**config.mk**
```make
export PLATFORM = sky130hd
export DESIGN_NAME = tsvr_trap_status
export DESIGN_NICKNAME = d
export VERILOG_FILES = /design/src/core/tsvr_pkg.sv /design/src/core/tsvr_ack_if.sv /design/src/core/tsvr_trap_status.sv /design/src/core/tsvr_ack_capture.sv
export VERILOG_INCLUDE_DIRS = /design/src /design/src/core
export SDC_FILE = /design/constraint.sdc
export NUM_CORES = 1
export LEC_CHECK = 0
export BUFFER_PORTS_ARGS = -buffer_cell sky130_fd_sc_hd__buf_2
export CORE_MARGIN = 3
export CORE_UTILIZATION = 25
export DETAILED_ROUTE_END_ITERATION = 8
export MAX_ROUTING_LAYER = met4
export PLACE_DENSITY = 0.59
export SLEW_MARGIN = 20
export SYNTH_ARGS = -nofsm -noshare
export SYNTH_HDL_FRONTEND = slang
export SYNTH_SLANG_ARGS = --single-unit
```
**constraint.sdc**
```tcl
create_clock -name clk -period 2.63 [get_ports clk]
set_input_delay 0.263 -clock clk [delete_from_list [all_inputs] [get_ports clk]]
set_output_delay 0.263 -clock clk [all_outputs]
set_load 0.02 [all_outputs]
```
**src/core/tsvr_regs.svh**
```systemverilog
// What this block does
// Bit 1 of trap flags sets on uncorrectable memory error; software only clears.
// Bit 0 of trap flags sets on software hard trap; software only clears.
// Bit 15 shows a request waiting because CPU priority exceeds it.
// Capture select at bit 13 set: vector field shows highest pending request.
// Capture select clear: vector field holds the last acknowledged vector.
// Bits 11 to 8 report new CPU priority level, 0 to 15, read only.
// Trap vectors: 0 osc, 1 address, 2 hard, 3 stack, 4 math, 6 soft.
// Peripheral vectors start at 8; vector 255 is never produced.
// Unused status bits 14, 12 and trap bits 15 to 2 read zero.
// CPU level joins a top level bit to three low bits; top bit blocks users.
// New priority updates on acknowledge, same cycle as captured vector.
`ifndef TSVR_REGS_SVH
`define TSVR_REGS_SVH
// ==========================================================
// Register offsets
`define TSVR_ADDR_TRAP 4'h0
`define TSVR_ADDR_STAT 4'h1
`define TSVR_ADDR_IRQ_STATUS 4'h2
`define TSVR_ADDR_IRQ_MASK 4'h3
// ==========================================================
// Field positions
`define TSVR_BIT_SOFT_TRAP 0
`define TSVR_BIT_MEM_ERR 1
`define TSVR_BIT_UNACKED 15
`define TSVR_BIT_CAPSEL 13
`define TSVR_LVL_HI 11
`define TSVR_LVL_LO 8
// ==========================================================
// Reset values and codes
`define TSVR_RST_WORD 16'h0000
`define TSVR_VEC_RESERVED 8'hff
`define TSVR_VEC_FIRST_PERIPH 8'h08
`endif

```
**src/core/tsvr_pkg.sv**
```systemverilog
package tsvr_pkg;
  typedef logic [7:0] tsvr_vec_t;
  typedef logic [3:0] tsvr_lvl_t;
  // Trap vector codes, 5 and 7 left unused
  typedef enum logic [7:0] {
    TSVR_OSC_FAIL = 8'h00,
    TSVR_ADDR_ERR = 8'h01,
    TSVR_HARD_TRAP = 8'h02,
    TSVR_STACK_ERR = 8'h03,
    TSVR_MATH_ERR = 8'h04,
    TSVR_SOFT_ERR = 8'h06
  } tsvr_trap_e;
endpackage : tsvr_pkg

```
**src/core/tsvr_ack_if.sv**
```systemverilog
`timescale 1ns/1ps
`default_nettype none
// ==========================================================
// Acknowledge tracking link between top and capture unit
interface tsvr_ack_if;
  logic ack;
  tsvr_pkg::tsvr_vec_t ack_vec;
  tsvr_pkg::tsvr_lvl_t ack_lvl;
  tsvr_pkg::tsvr_vec_t cap_vec;
  tsvr_pkg::tsvr_lvl_t cap_lvl;
  modport top (output ack, output ack_vec, output ack_lvl, input cap_vec, input cap_lvl);
  modport unit (input ack, input ack_vec, input ack_lvl, output cap_vec, output cap_lvl);
endinterface : tsvr_ack_if
`default_nettype wire

```
**src/core/tsvr_trap_status.sv**
```systemverilog
`timescale 1ns/1ps
`default_nettype none
`include "tsvr_regs.svh"
// ==========================================================
// Trap flags and vector status reporting
module tsvr_trap_status (
  // Clock and reset
  input wire logic clk,
  input wire logic reset,
  // Register port
  input wire logic [3:0] reg_addr,
  input wire logic [15:0] reg_wdata,
  input wire logic reg_wr,
  input wire logic reg_rd,
  output logic [15:0] reg_rdata,
  // Trap events, one cycle pulses
  input wire logic mem_double_error_event,
  input wire logic soft_hard_trap_event,
  // Interrupt controller state
  input wire logic pend_valid,
  input wire logic [7:0] pend_vec,
  input wire logic [3:0] pend_level,
  input wire logic [2:0] priority_level_low,
  input wire logic priority_level_msb,
  // CPU acknowledge
  input wire logic cpu_ack,
  input wire logic [7:0] cpu_ack_vec,
  input wire logic [3:0] cpu_ack_level,
  // Derived CPU level and interrupt
  output logic [3:0] cpu_level,
  output logic user_irq_block,
  output logic irq
);
  logic mem_double_error_trap_flag_reg;
  logic soft_hard_trap_flag_reg;
  logic vector_capture_select_reg;
  logic [1:0] irq_status_reg;
  logic [1:0] irq_mask_reg;
  logic unacked_request_flag;
  logic [7:0] vector_number;
  logic [3:0] new_priority_level;
  logic [15:0] rdata_next;
  logic [15:0] rdata_reg;
  logic wr_trap;
  logic wr_stat;
  logic wr_istat;
  logic wr_imask;

  // ==========================================================
  // Helpers shared by decode and checks
  function automatic logic wr_hit(input logic wr, input logic [3:0] addr,
    input logic [3:0] idx);
    return wr && addr == idx;
  endfunction : wr_hit

  // Vector code that may be shown, top code refused
  function automatic logic vec_usable(input logic [7:0] vec);
    return vec != `TSVR_VEC_RESERVED;
  endfunction : vec_usable

  tsvr_ack_if ack_link ();

  // ==========================================================
  // Acknowledge capture
  assign ack_link.ack = cpu_ack;
  assign ack_link.ack_vec = cpu_ack_vec;
  assign ack_link.ack_lvl = cpu_ack_level;

  tsvr_ack_capture u_cap (
    .clk(clk),
    .reset(reset),
    .link(ack_link.unit)
  );

  // ==========================================================
  // Write decode
  assign wr_trap = wr_hit(reg_wr, reg_addr, `TSVR_ADDR_TRAP);
  assign wr_stat = wr_hit(reg_wr, reg_addr, `TSVR_ADDR_STAT);
  assign wr_istat = wr_hit(reg_wr, reg_addr, `TSVR_ADDR_IRQ_STATUS);
  assign wr_imask = wr_hit(reg_wr, reg_addr, `TSVR_ADDR_IRQ_MASK);

  // CPU priority level, top bit blocks user interrupts
  assign cpu_level = {priority_level_msb, priority_level_low};
  assign user_irq_block = priority_level_msb;

  // Memory error flag, set wins over clear
  always_ff @(posedge clk or posedge reset)
  begin
    if (reset)
      mem_double_error_trap_flag_reg <= 1'b0;
    else if (mem_double_error_event)
      mem_double_error_trap_flag_reg <= 1'b1;
    else if (wr_trap && !reg_wdata[`TSVR_BIT_MEM_ERR])
      mem_double_error_trap_flag_reg <= 1'b0;
  end

  // Software hard trap flag, set wins over clear
  always_ff @(posedge clk or posedge reset)
  begin
    if (reset)
      soft_hard_trap_flag_reg <= 1'b0;
    else if (soft_hard_trap_event)
      soft_hard_trap_flag_reg <= 1'b1;
    else if (wr_trap && !reg_wdata[`TSVR_BIT_SOFT_TRAP])
      soft_hard_trap_flag_reg <= 1'b0;
  end

  // Capture select, only writable bit of the status word
  always_ff @(posedge clk or posedge reset)
  begin
    if (reset)
      vector_capture_select_reg <= 1'b0;
    else if (wr_stat)
      vector_capture_select_reg <= reg_wdata[`TSVR_BIT_CAPSEL];
  end

  // Pending request held back by CPU priority
  assign unacked_request_flag = pend_valid && (cpu_level > pend_level);

  // Vector field source select
  always_comb
  begin
    if (vector_capture_select_reg && pend_valid
        && vec_usable(pend_vec))
      vector_number = pend_vec;
    else
      vector_number = ack_link.cap_vec;
  end
  assign new_priority_level = ack_link.cap_lvl;

  // Interrupt status, write one to clear, set wins
  always_ff @(posedge clk or posedge reset)
  begin
    if (reset)
      irq_status_reg <= 2'h0;
    else
      irq_status_reg <= (irq_status_reg & ~(wr_istat ? reg_wdata[1:0] : 2'h0))
        | {mem_double_error_event, soft_hard_trap_event};
  end

  // Interrupt mask
  always_ff @(posedge clk or posedge reset)
  begin
    if (reset)
      irq_mask_reg <= 2'h0;
    else if (wr_imask)
      irq_mask_reg <= reg_wdata[1:0];
  end

  assign irq = |(irq_status_reg & irq_mask_reg);

  // Read mux, unused bits zero
  always_comb
  begin
    rdata_next = `TSVR_RST_WORD;
    unique case (reg_addr)
      `TSVR_ADDR_TRAP:
        rdata_next = {14'h0000, mem_double_error_trap_flag_reg,
          soft_hard_trap_flag_reg};
      `TSVR_ADDR_STAT:
        rdata_next = {unacked_request_flag, 1'b0, vector_capture_select_reg, 1'b0,
          new_priority_level, vector_number};
      `TSVR_ADDR_IRQ_STATUS:
        rdata_next = {14'h0000, irq_status_reg};
      `TSVR_ADDR_IRQ_MASK:
        rdata_next = {14'h0000, irq_mask_reg};
      default:
        rdata_next = `TSVR_RST_WORD;
    endcase
  end

  // Read data registered one cycle after strobe
  always_ff @(posedge clk or posedge reset)
  begin
    if (reset)
      rdata_reg <= 16'h0000;
    else if (reg_rd)
      rdata_reg <= rdata_next;
    else
      rdata_reg <= 16'h0000;
  end
  assign reg_rdata = rdata_reg;
endmodule : tsvr_trap_status
`default_nettype wire

```
**src/core/tsvr_ack_capture.sv**
```systemverilog
`timescale 1ns/1ps
`default_nettype none
`include "tsvr_regs.svh"
// ==========================================================
// Capture of acknowledged vector and level
module tsvr_ack_capture (
  // Clock and reset
  input wire logic clk,
  input wire logic reset,
  // Acknowledge link
  tsvr_ack_if.unit link
);
  tsvr_pkg::tsvr_vec_t vec_reg;
  tsvr_pkg::tsvr_lvl_t lvl_reg;

  // Vector and level load together on acknowledge
  always_ff @(posedge clk or posedge reset)
  begin
    if (reset)
    begin
      vec_reg <= 8'h00;
      lvl_reg <= 4'h0;
    end
    else if (link.ack && link.ack_vec != `TSVR_VEC_RESERVED)
    begin
      vec_reg <= link.ack_vec;
      lvl_reg <= link.ack_lvl;
    end
  end

  assign link.cap_vec = vec_reg;
  assign link.cap_lvl = lvl_reg;
endmodule : tsvr_ack_capture
`default_nettype wire

```
Word level (Yosys, flattened, before mapping)
Index checks and enable logic that the tools add are counted.
- bitwise gates (word level): 4
- mux-type cells: 8
- $lt $le $gt $ge: 1
- reductions and logical operators: 16
- eq/ne operators: 5
- operators by type and width (cell ; number):
    one-hot mux 16 bit (4 select lines) ; 1
    two-way mux 16 bit ; 1
    != test 8 bit (second input constant) ; 2
    logical AND 1 bit ; 10
    == test 4 x 2 -> 1 bit (second input constant) ; 2
    two-way mux 8 bit ; 1
    bitwise AND 2 bit ; 2
    == test 4 x 1 -> 1 bit (second input constant) ; 1
    > comparator 4 bit ; 1
    logical NOT 4 bit ; 1
    two-way mux 1 bit ; 4
    nonzero test 2 bit ; 2
    logical NOT 1 bit ; 2
    two-way mux 2 bit ; 1
    inverter 2 bit ; 1
    bitwise OR 2 bit ; 1
    OR reduction 2 bit ; 1
- input port bits: 56
- register bits: 35
- output and inout port bits: 22

Depth between registers and ports, before layout
Gate-level depths: netlist (run 1).
- depth in word-level cells: 6
- mapped depth: 6
- depth with buffers taken out: 6

By module
A second synthesis (run 1) with hierarchy kept.
- cell total of the unflattened synthesis: 125
- area, all modules: 1547.7 um2
- by module, submodules not included (module ; seq. area each (um2) ; cells each ; area an instance (um2) ; instances):
    tsvr_trap_status ; 525.5 ; 96 ; 1076.0 ; 1
    tsvr_ack_capture ; 300.3 ; 29 ; 471.7 ; 1

Worst setup path before layout (run 1)
OpenSTA, ideal clock, no wires.
- path type: input port to flip-flop
- start: input cpu_ack_vec[6]
- end: register u_cap.lvl_reg[0] (netlist: u_cap.link.cap_lvl[0])
- required time: 2.505 ns
- buffers on the path: 1
- stages: 4
- setup slack: 1.419 ns
- library setup time: 0.125 ns
- data arrival time: 1.087 ns
- cells stage by stage: nand4_1 -> o21ai_1 -> buf_4 -> mux2_2
- cells in the longest elaborated chain, start to end: 2
- RTL lines (what ; RTL line ; RTL):
    from (decl) ; tsvr_trap_status.sv:27 ; input wire logic [7:0] cpu_ack_vec,
    != test 8 bit (no line) ; - ;
    logical AND 1 bit (no line) ; - ;
    to (signal assigned) ; tsvr_ack_capture.sv:27 ; lvl_reg <= link.ack_lvl;
    to (decl) ; tsvr_ack_capture.sv:14 ; tsvr_pkg::tsvr_lvl_t lvl_reg;
Every way passes these cells.
A chain may end at the register's enable or synchronous reset.

Final worst setup path (run 1)
- start: register irq_status_reg[1]
- end: output irq
- cells in the longest elaborated chain, start to end: 2
- RTL lines (what ; RTL line ; RTL):
    from (decl) ; tsvr_trap_status.sv:37 ; logic [1:0] irq_status_reg;
    from (signal assigned) ; tsvr_trap_status.sv:137 ; irq_status_reg <= (irq_status_reg & ~(wr_istat ? reg_wdata[1:0] : 2'h0))
    bitwise AND 2 bit ; tsvr_trap_status.sv:150 ; assign irq = |(irq_status_reg & irq_mask_reg);
    OR reduction 2 bit ; tsvr_trap_status.sv:150 ;
    to (decl) ; tsvr_trap_status.sv:32 ; output logic irq
Every way passes these cells.

==> impl_metrics.py, run 1 <==
metrics = {
    "synthesis": {
        "ys_seq_area_frac": 0.539,
        "synth_flop_cell": "dfrtp_1",
        "synth_common_cells": "33 x dfrtp_1, 17 x mux2_2, 8 x buf_4, 8 x mux2i_1",
        "yosysWarningCount": 0,
        "synth_area_per_cell_um2": 12.4,
        "async_flop_share": 1.00,
        "ys_ff_latch": 33,
        "ys_top_cells_by_area": "dfrtp_1 54%, mux2_2 12%, mux2i_1 5.2%",
        "yosysTopAreaCellShare": 0.539,
        "syn_inst": 124,
        "syn_area_um2": 1530,
        "synthDistinctLibCells": 27,
        "synth_edf_count": 0,
        "yosysMostFrequentCell": "dfrtp_1",
        "synth_top_cell_by_area": "dfrtp_1",
    },
    "placed_design": {
        "hpwl_um": 2580,
        "numPortBuffers": 62,
        "place_area_um2": 1890,
        "globalplace.congestion": 0.780,
    },
    "die": {
        "die_h_um": 84.3,
        "core_um2": 5710,
        "io_pins": 78,
        "dieWidth_um": 84.3,
        "initial_core_util": 0.268,
        "rows": 27,
        "die_area_um2": 7100,
    },
    "sta": {
        "fin_hold_ws_ps": 59.7,
        "finalHoldViolations": 0,
        "finalClockSkew_ps": 4.76,
        "rsz0062_at_grt": "false",
        "fmax_mhz": 756,
        "min_period_ps": 1320,
        "relSlewSlack": 0.589,
        "slew_violations": 0,
        "setup_viol_count_final": 0,
        "fin_setup_tns_ps": 0,
        "worst_pin_slew_ps": 616,
        "fin_crit_sh": 0.503,
    },
    "pwr": {
        "swShare": 0.248,
        "power.internal_w": 0.000822,
        "pwr-share-comb": 0.167,
        "clkPwrFrac": 0.319,
        "ir_drop_mv": 0.284,
        "leakage_nw": 1.04,
        "switchingPower_w": 0.000272,
        "powerDensity_nw_per_um2": 555,
        "finalPower_w": 0.00109,
        "pwr-share-seq": 0.513,
    },
    "final_layout": {
        "antenna_cells": 0,
        "final_util": 0.345,
        "layout-drive-gt1-share": 0.481,
        "largest_register_ffs": 14,
        "fillers": 590,
        "syn_to_final_growth_pct": 28.7,
        "final_nets": 248,
        "stdcell_area_um2": 1970,
    },
    "route": {
        "drtIter0Drc": 18,
        "via_per_inst": 4.23,
        "wl_um": 3140,
        "drc": 0,
        "post_drt_wl_per_cell_um": 12.0,
        "postRouteAntennaNets": 0,
        "vias": 1104,
        "dr.pass1.iters": 4,
    },
    "critical_path": {
        "cp_cell_sequence": "a22o_1, buf_2",
        "arrival_ps": 1060,
        "cp_slowest_cell": "dfrtp_1",
        "cp_max_fo": 3,
        "worst_setup_path_end_kind": "output port",
        "slowest_delay_ps": 400,
        "worstSetupPathType": "reg2out",
        "worstPathRequired_ps": 2370,
        "cp-start-kind": "flip-flop",
    },
    "global_route": {
        "grt_pass1_wl_um": 5290,
        "grt-ovfl-total": 0,
        "antenna_found_initial": 0,
        "grt_max_degree": 18,
        "grt_pass1_vias": 1143,
        "use_met2": 0.152,
        "global_route.usage.met3": 0.0265,
        "met1_usage": 0.116,
        "grt.total_usage": 0.0968,
        "grt-busiest-layer": "met2",
    },
    "clock_tree": {
        "clock-sinks": 33,
        "cts.path.max_buffers": 2,
        "cts_root_buf": "clkbuf_8",
        "cts.clk_slew.worst_paths_ps": 60,
        "cts_setup_buffers": 0,
        "cts_hold_buf": 0,
        "clock_latency_ps": 270,
        "post_cts_resized": 0,
        "h-tree-depth": 2,
        "cts_tree": "yes",
        "cts_inserted_buffers": 5,
    },
    "run_status": {
        "status": "finished clean",
    },
    "min_path": {
        "hold_path.class": "in2async",
    },
    "run": {
        "cap_violations": 0,
    },
}
[power by group through the flow]
stage / clock, W / combinational (W) / sequential (W)
6_report: 0.000349 / 0.000183 / 0.000561
5_1_grt: 0.000387 / 0.000206 / 0.000567
4_1_cts: 0.000362 / 0.000187 / 0.000562
3_5_place_dp: 0 / 0.000187 / 0.000571
3_3_place_gp: 0 / 0.000186 / 0.000570
2_1_floorplan: 0 / 0.000122 / 0.000569
[final cells by class]
type | count | area [µm²] | area share
Multi-Input combinational cell | 78 | 627 | 0.318
Inverter | 6 | 22.5 | 0.0114
Clock buffer | 8 | 80.1 | 0.0406
Timing Repair Buffer | 64 | 325 | 0.165
Sequential cell | 33 | 826 | 0.419
Tap cell | 72 | 90.1 | 0.0457
[per-stage QoR]
stage	worst slack (ps)	instances
detailed placement	1020	253
global route	1240	261
CTS	1290	261
floorplan	1420	125
global placement	1040	253
finish	1310	261
[per-layer routing]
| layer | wire (µm) | vias up |
|---|---|---|
| met5 | 0 | - |
| li1 | - | 556 |
| met1 | 1410 | 504 |
| met4 | 68 | 0 |
| met3 | 185 | 8 |
| met2 | 1480 | 36 |
[final timing paths]
| kind | cells after the start | end | startpoint | slack [ps] |
|---|---|---|---|---|
| worst max-delay path | 2 | irq | irq_status_reg[1] | 1310 |
| worst min-delay path | 2 | irq_status_reg[0] | reset | 60 |
| worst max register to register | 4 | reg_rdata[0] | irq_status_reg[0] | 1540 |
| worst min register to register | 1 | u_cap.link.cap_lvl[1] | u_cap.link.cap_lvl[1] | 500 |
| max in group asynchronous | 3 | reg_rdata[15] | reset | 1920 |
| min in group clk | 2 | irq_status_reg[0] | soft_hard_trap_event | 180 |
[cell families after synthesis]
logic type	count (synthesis)	synth area share
other	1	0.00245
adders and majority gates	4	0.0327
DFF	33	0.539
muxes	25	0.177
AOI/OAI and AO/OA	14	0.0727
buffers and inverters	14	0.0539
and+or+nand+nor	33	0.122
[cell usage in the layout, fill, tap and decap left out, types with 2 or more instances in the layout]
cell      count
a21o_1        2
a22o_1        3
and3_1        5
buf_2        62
buf_4         2
clkbuf_1      3
clkbuf_8      5
conb_1        2
dfrtp_1      33
ha_1          4
inv_1         6
mux2_2       17
mux2i_1       8
nand2_1       7
nand2b_1      2
nand4_1       4
nor2_1        7
nor2b_1       2
o21ai_0       3
o21ai_1       2
[worst max-delay path: cells and delay by family, from the launching register on]
| kind | cells | cell delay [ps] |
|---|---|---|
| flops | 1 | 400 |
| compound gates | 1 | 230 |
| buf+inv | 1 | 150 |
No activity file was read; power rests on OpenSTA's default activity.
==> run 2, diff against run 1 <==
- PLACE_DENSITY: 0.59 -> 0.61
- clock period: 2.63 -> 1.1 ns (I/O delays scaled with it)
==> run 2 against run 1 <==
Effect of this change:
- critical path depth rose by 1
- final area rose by 8.3%
- worst hold slack got worse by 39 ps
- via count rose by 4.3%
- sequential share of layout area fell by 3.2 points
- the flow now finishes with violations (setup timing)
- worst setup slack got worse by 1500 ps
==> impl_metrics.py, run 2 (synthesis results as in run 1) <==
metrics = {
    "run_status": {
        "status": "finished with violations",
        "violations": "setup timing",
    },
    "clock_tree": {
        "cts_root_buf": "clkbuf_8",
        "clock-sinks": 33,
        "cts_tree": "yes",
        "h-tree-depth": 2,
        "cts.path.max_buffers": 2,
        "clock_latency_ps": 280,
        "cts.clk_slew.worst_paths_ps": 70,
        "cts_inserted_buffers": 5,
    },
    "sta": {
        "min_period_ps": 1260,
        "fin_crit_sh": 1.14,
        "slew_violations": 0,
        "rsz0062_at_grt": "true",
        "fmax_mhz": 794,
        "finalHoldViolations": 0,
        "setup_ws_ps": -159,
        "finalClockSkew_ps": 6.28,
        "setup_viol_count_final": 2,
    },
    "critical_path": {
        "cp_num_cells": 3,
        "r2r_start": "irq_status_reg[1]",
        "worstSetupPathType": "reg2out",
        "crit_start": "irq_status_reg[1]",
        "worst-r2r-cell-count": 5,
        "worstPathRequired_ps": 990,
        "rrSetupSlack_ps": -80,
        "cp_slowest_cell": "dfrtp_1",
        "critPathTopFamily": "flip-flops",
        "cp_max_fo": 2,
        "r2r-end": "reg_rdata[1]",
        "cp_cell_sequence": "buf_4, a22o_1, buf_6",
        "cp-start-kind": "flip-flop",
        "slowest_delay_ps": 390,
        "worst_setup_path_end_kind": "output port",
        "critPathBufInv": 2,
        "arrival_ps": 1150,
        "endpoint": "irq",
    },
    "placed_design": {
        "hpwl_um": 2660,
        "dp_slack_ps": -82.4,
        "numPortBuffers": 62,
        "place_area_um2": 2000,
        "globalplace.congestion": 0.785,
    },
    "global_route": {
        "grt_pass1_vias": 1232,
        "grt-ovfl-total": 0,
        "antenna_found_initial": 0,
        "grt_pass1_wl_um": 5660,
        "grt.total_usage": 0.104,
        "grt_max_degree": 34,
    },
    "pwr": {
        "ir_drop_mv": 0.572,
        "powerDensity_nw_per_um2": 1290,
        "leakage_nw": 1.14,
    },
    "die": {
        "initial_core_util": 0.268,
        "dieWidth_um": 84.3,
        "io_pins": 78,
        "die_h_um": 84.3,
        "die_area_um2": 7100,
        "core_um2": 5710,
        "rows": 27,
    },
    "final_layout": {
        "final_cell_mix": "61 x buf_2, 33 x dfrtp_1, 16 x mux2_2, 14 x buf_4, 8 x mux2i_1",
        "multi_input_area_um2": 634,
        "final_nets": 264,
        "largest_register_ffs": 14,
        "syn_to_final_growth_pct": 39.3,
        "layout-drive-gt1-share": 0.537,
        "layout_commonest_cell": "buf_2",
        "fillers": 587,
        "antenna_cells": 0,
        "final-seq-area_um2": 826,
        "stdcell_area_um2": 2130,
    },
    "route": {
        "wl_um": 3330,
        "via_per_inst": 4.16,
        "drc": 0,
        "drtIter0Drc": 43,
        "vias": 1152,
        "postRouteAntennaNets": 0,
        "post_drt_wl_per_cell_um": 12.0,
        "dr.pass1.iters": 4,
    },
    "min_path": {
        "hold_path.class": "in2reg",
    },
    "run": {
        "cap_violations": 0,
    },
}
run 2: cell types whose count changed in the layout (fill, tap and decap cells not counted), moves of 2 or more:
| cell | previous run | this run |
|---|---|---|
| buf_4 | 2 | 14 |
| clkbuf_1 | 3 | 0 |
| clkinv_2 | 0 | 2 |
| buf_6 | 0 | 3 |
run 2: how the worst min path moves through the flow:
stage                         to  slack (ps)  cells past startpoint                    from
4_1_cts        irq_status_reg[0]          10                      2    soft_hard_trap_event
3_3_place_gp       reg_rdata[13]         170                      3                   reset
2_1_floorplan  irq_status_reg[0]         200                      1    soft_hard_trap_event
6_report       irq_status_reg[1]          20                      2  mem_double_error_event
5_1_grt        irq_status_reg[1]           7                      2  mem_double_error_event
3_5_place_dp        reg_rdata[1]         170                      3                   reset
run 2: per-layer routing:
metal / track usage / share of wire
met5: - / 0
met4: 0.0351 / 0.010
met3: 0.0373 / 0.069
met2: 0.162 / 0.49
met1: 0.124 / 0.43
run 2: cell type report:
class / count / area share
Clock buffer: 5 / 0.0323
Clock inverter: 3 / 0.00821
Inverter: 6 / 0.0106
Multi-Input combinational cell: 78 / 0.297
Sequential cell: 33 / 0.387
Tap cell: 72 / 0.0422
Timing Repair Buffer: 80 / 0.222
run 2: stage by stage:
step                hold WS [ps]  TNS [ps]  power (W)  utilization  cells
finish                      21.0      -237    0.00276        0.374    277
global route                7.30      -375    0.00295        0.374    277
CTS                         13.7      -270    0.00279        0.371    276
detailed placement           166      -686    0.00188        0.350    266
global placement             168      -720    0.00187        0.350    266
floorplan                    202         0    0.00165            -    125
run 2: worst reg2reg max path: stages, from the launching register on:
cell and delay (ps):
dfrtp_1 390, buf_4 140, mux2_2 250, a22o_1 180, nand2_1 70, o21ai_2 50
run 2: where the power goes:
| part | internal (W) | switching, W | leakage [nW] |
|---|---|---|---|
| clock network | 0.000436 | 0.000431 | 0.0439 |
| logic | 0.000313 | 0.000240 | 0.684 |
| registers | 0.00129 | 0.0000436 | 0.407 |
| total | 0.00204 | 0.000715 | 1.14 |
run 2: repair_timing:
action | 4_1_cts | 5_1_grt
hold buffers | 1 | 0
endpoints found under the setup margin | 2 | 9
pin swaps | 1 | 3
gates resized for setup | 4 | 2
hold endpoints to repair | 33 | 0
setup buffers | 1 | 1
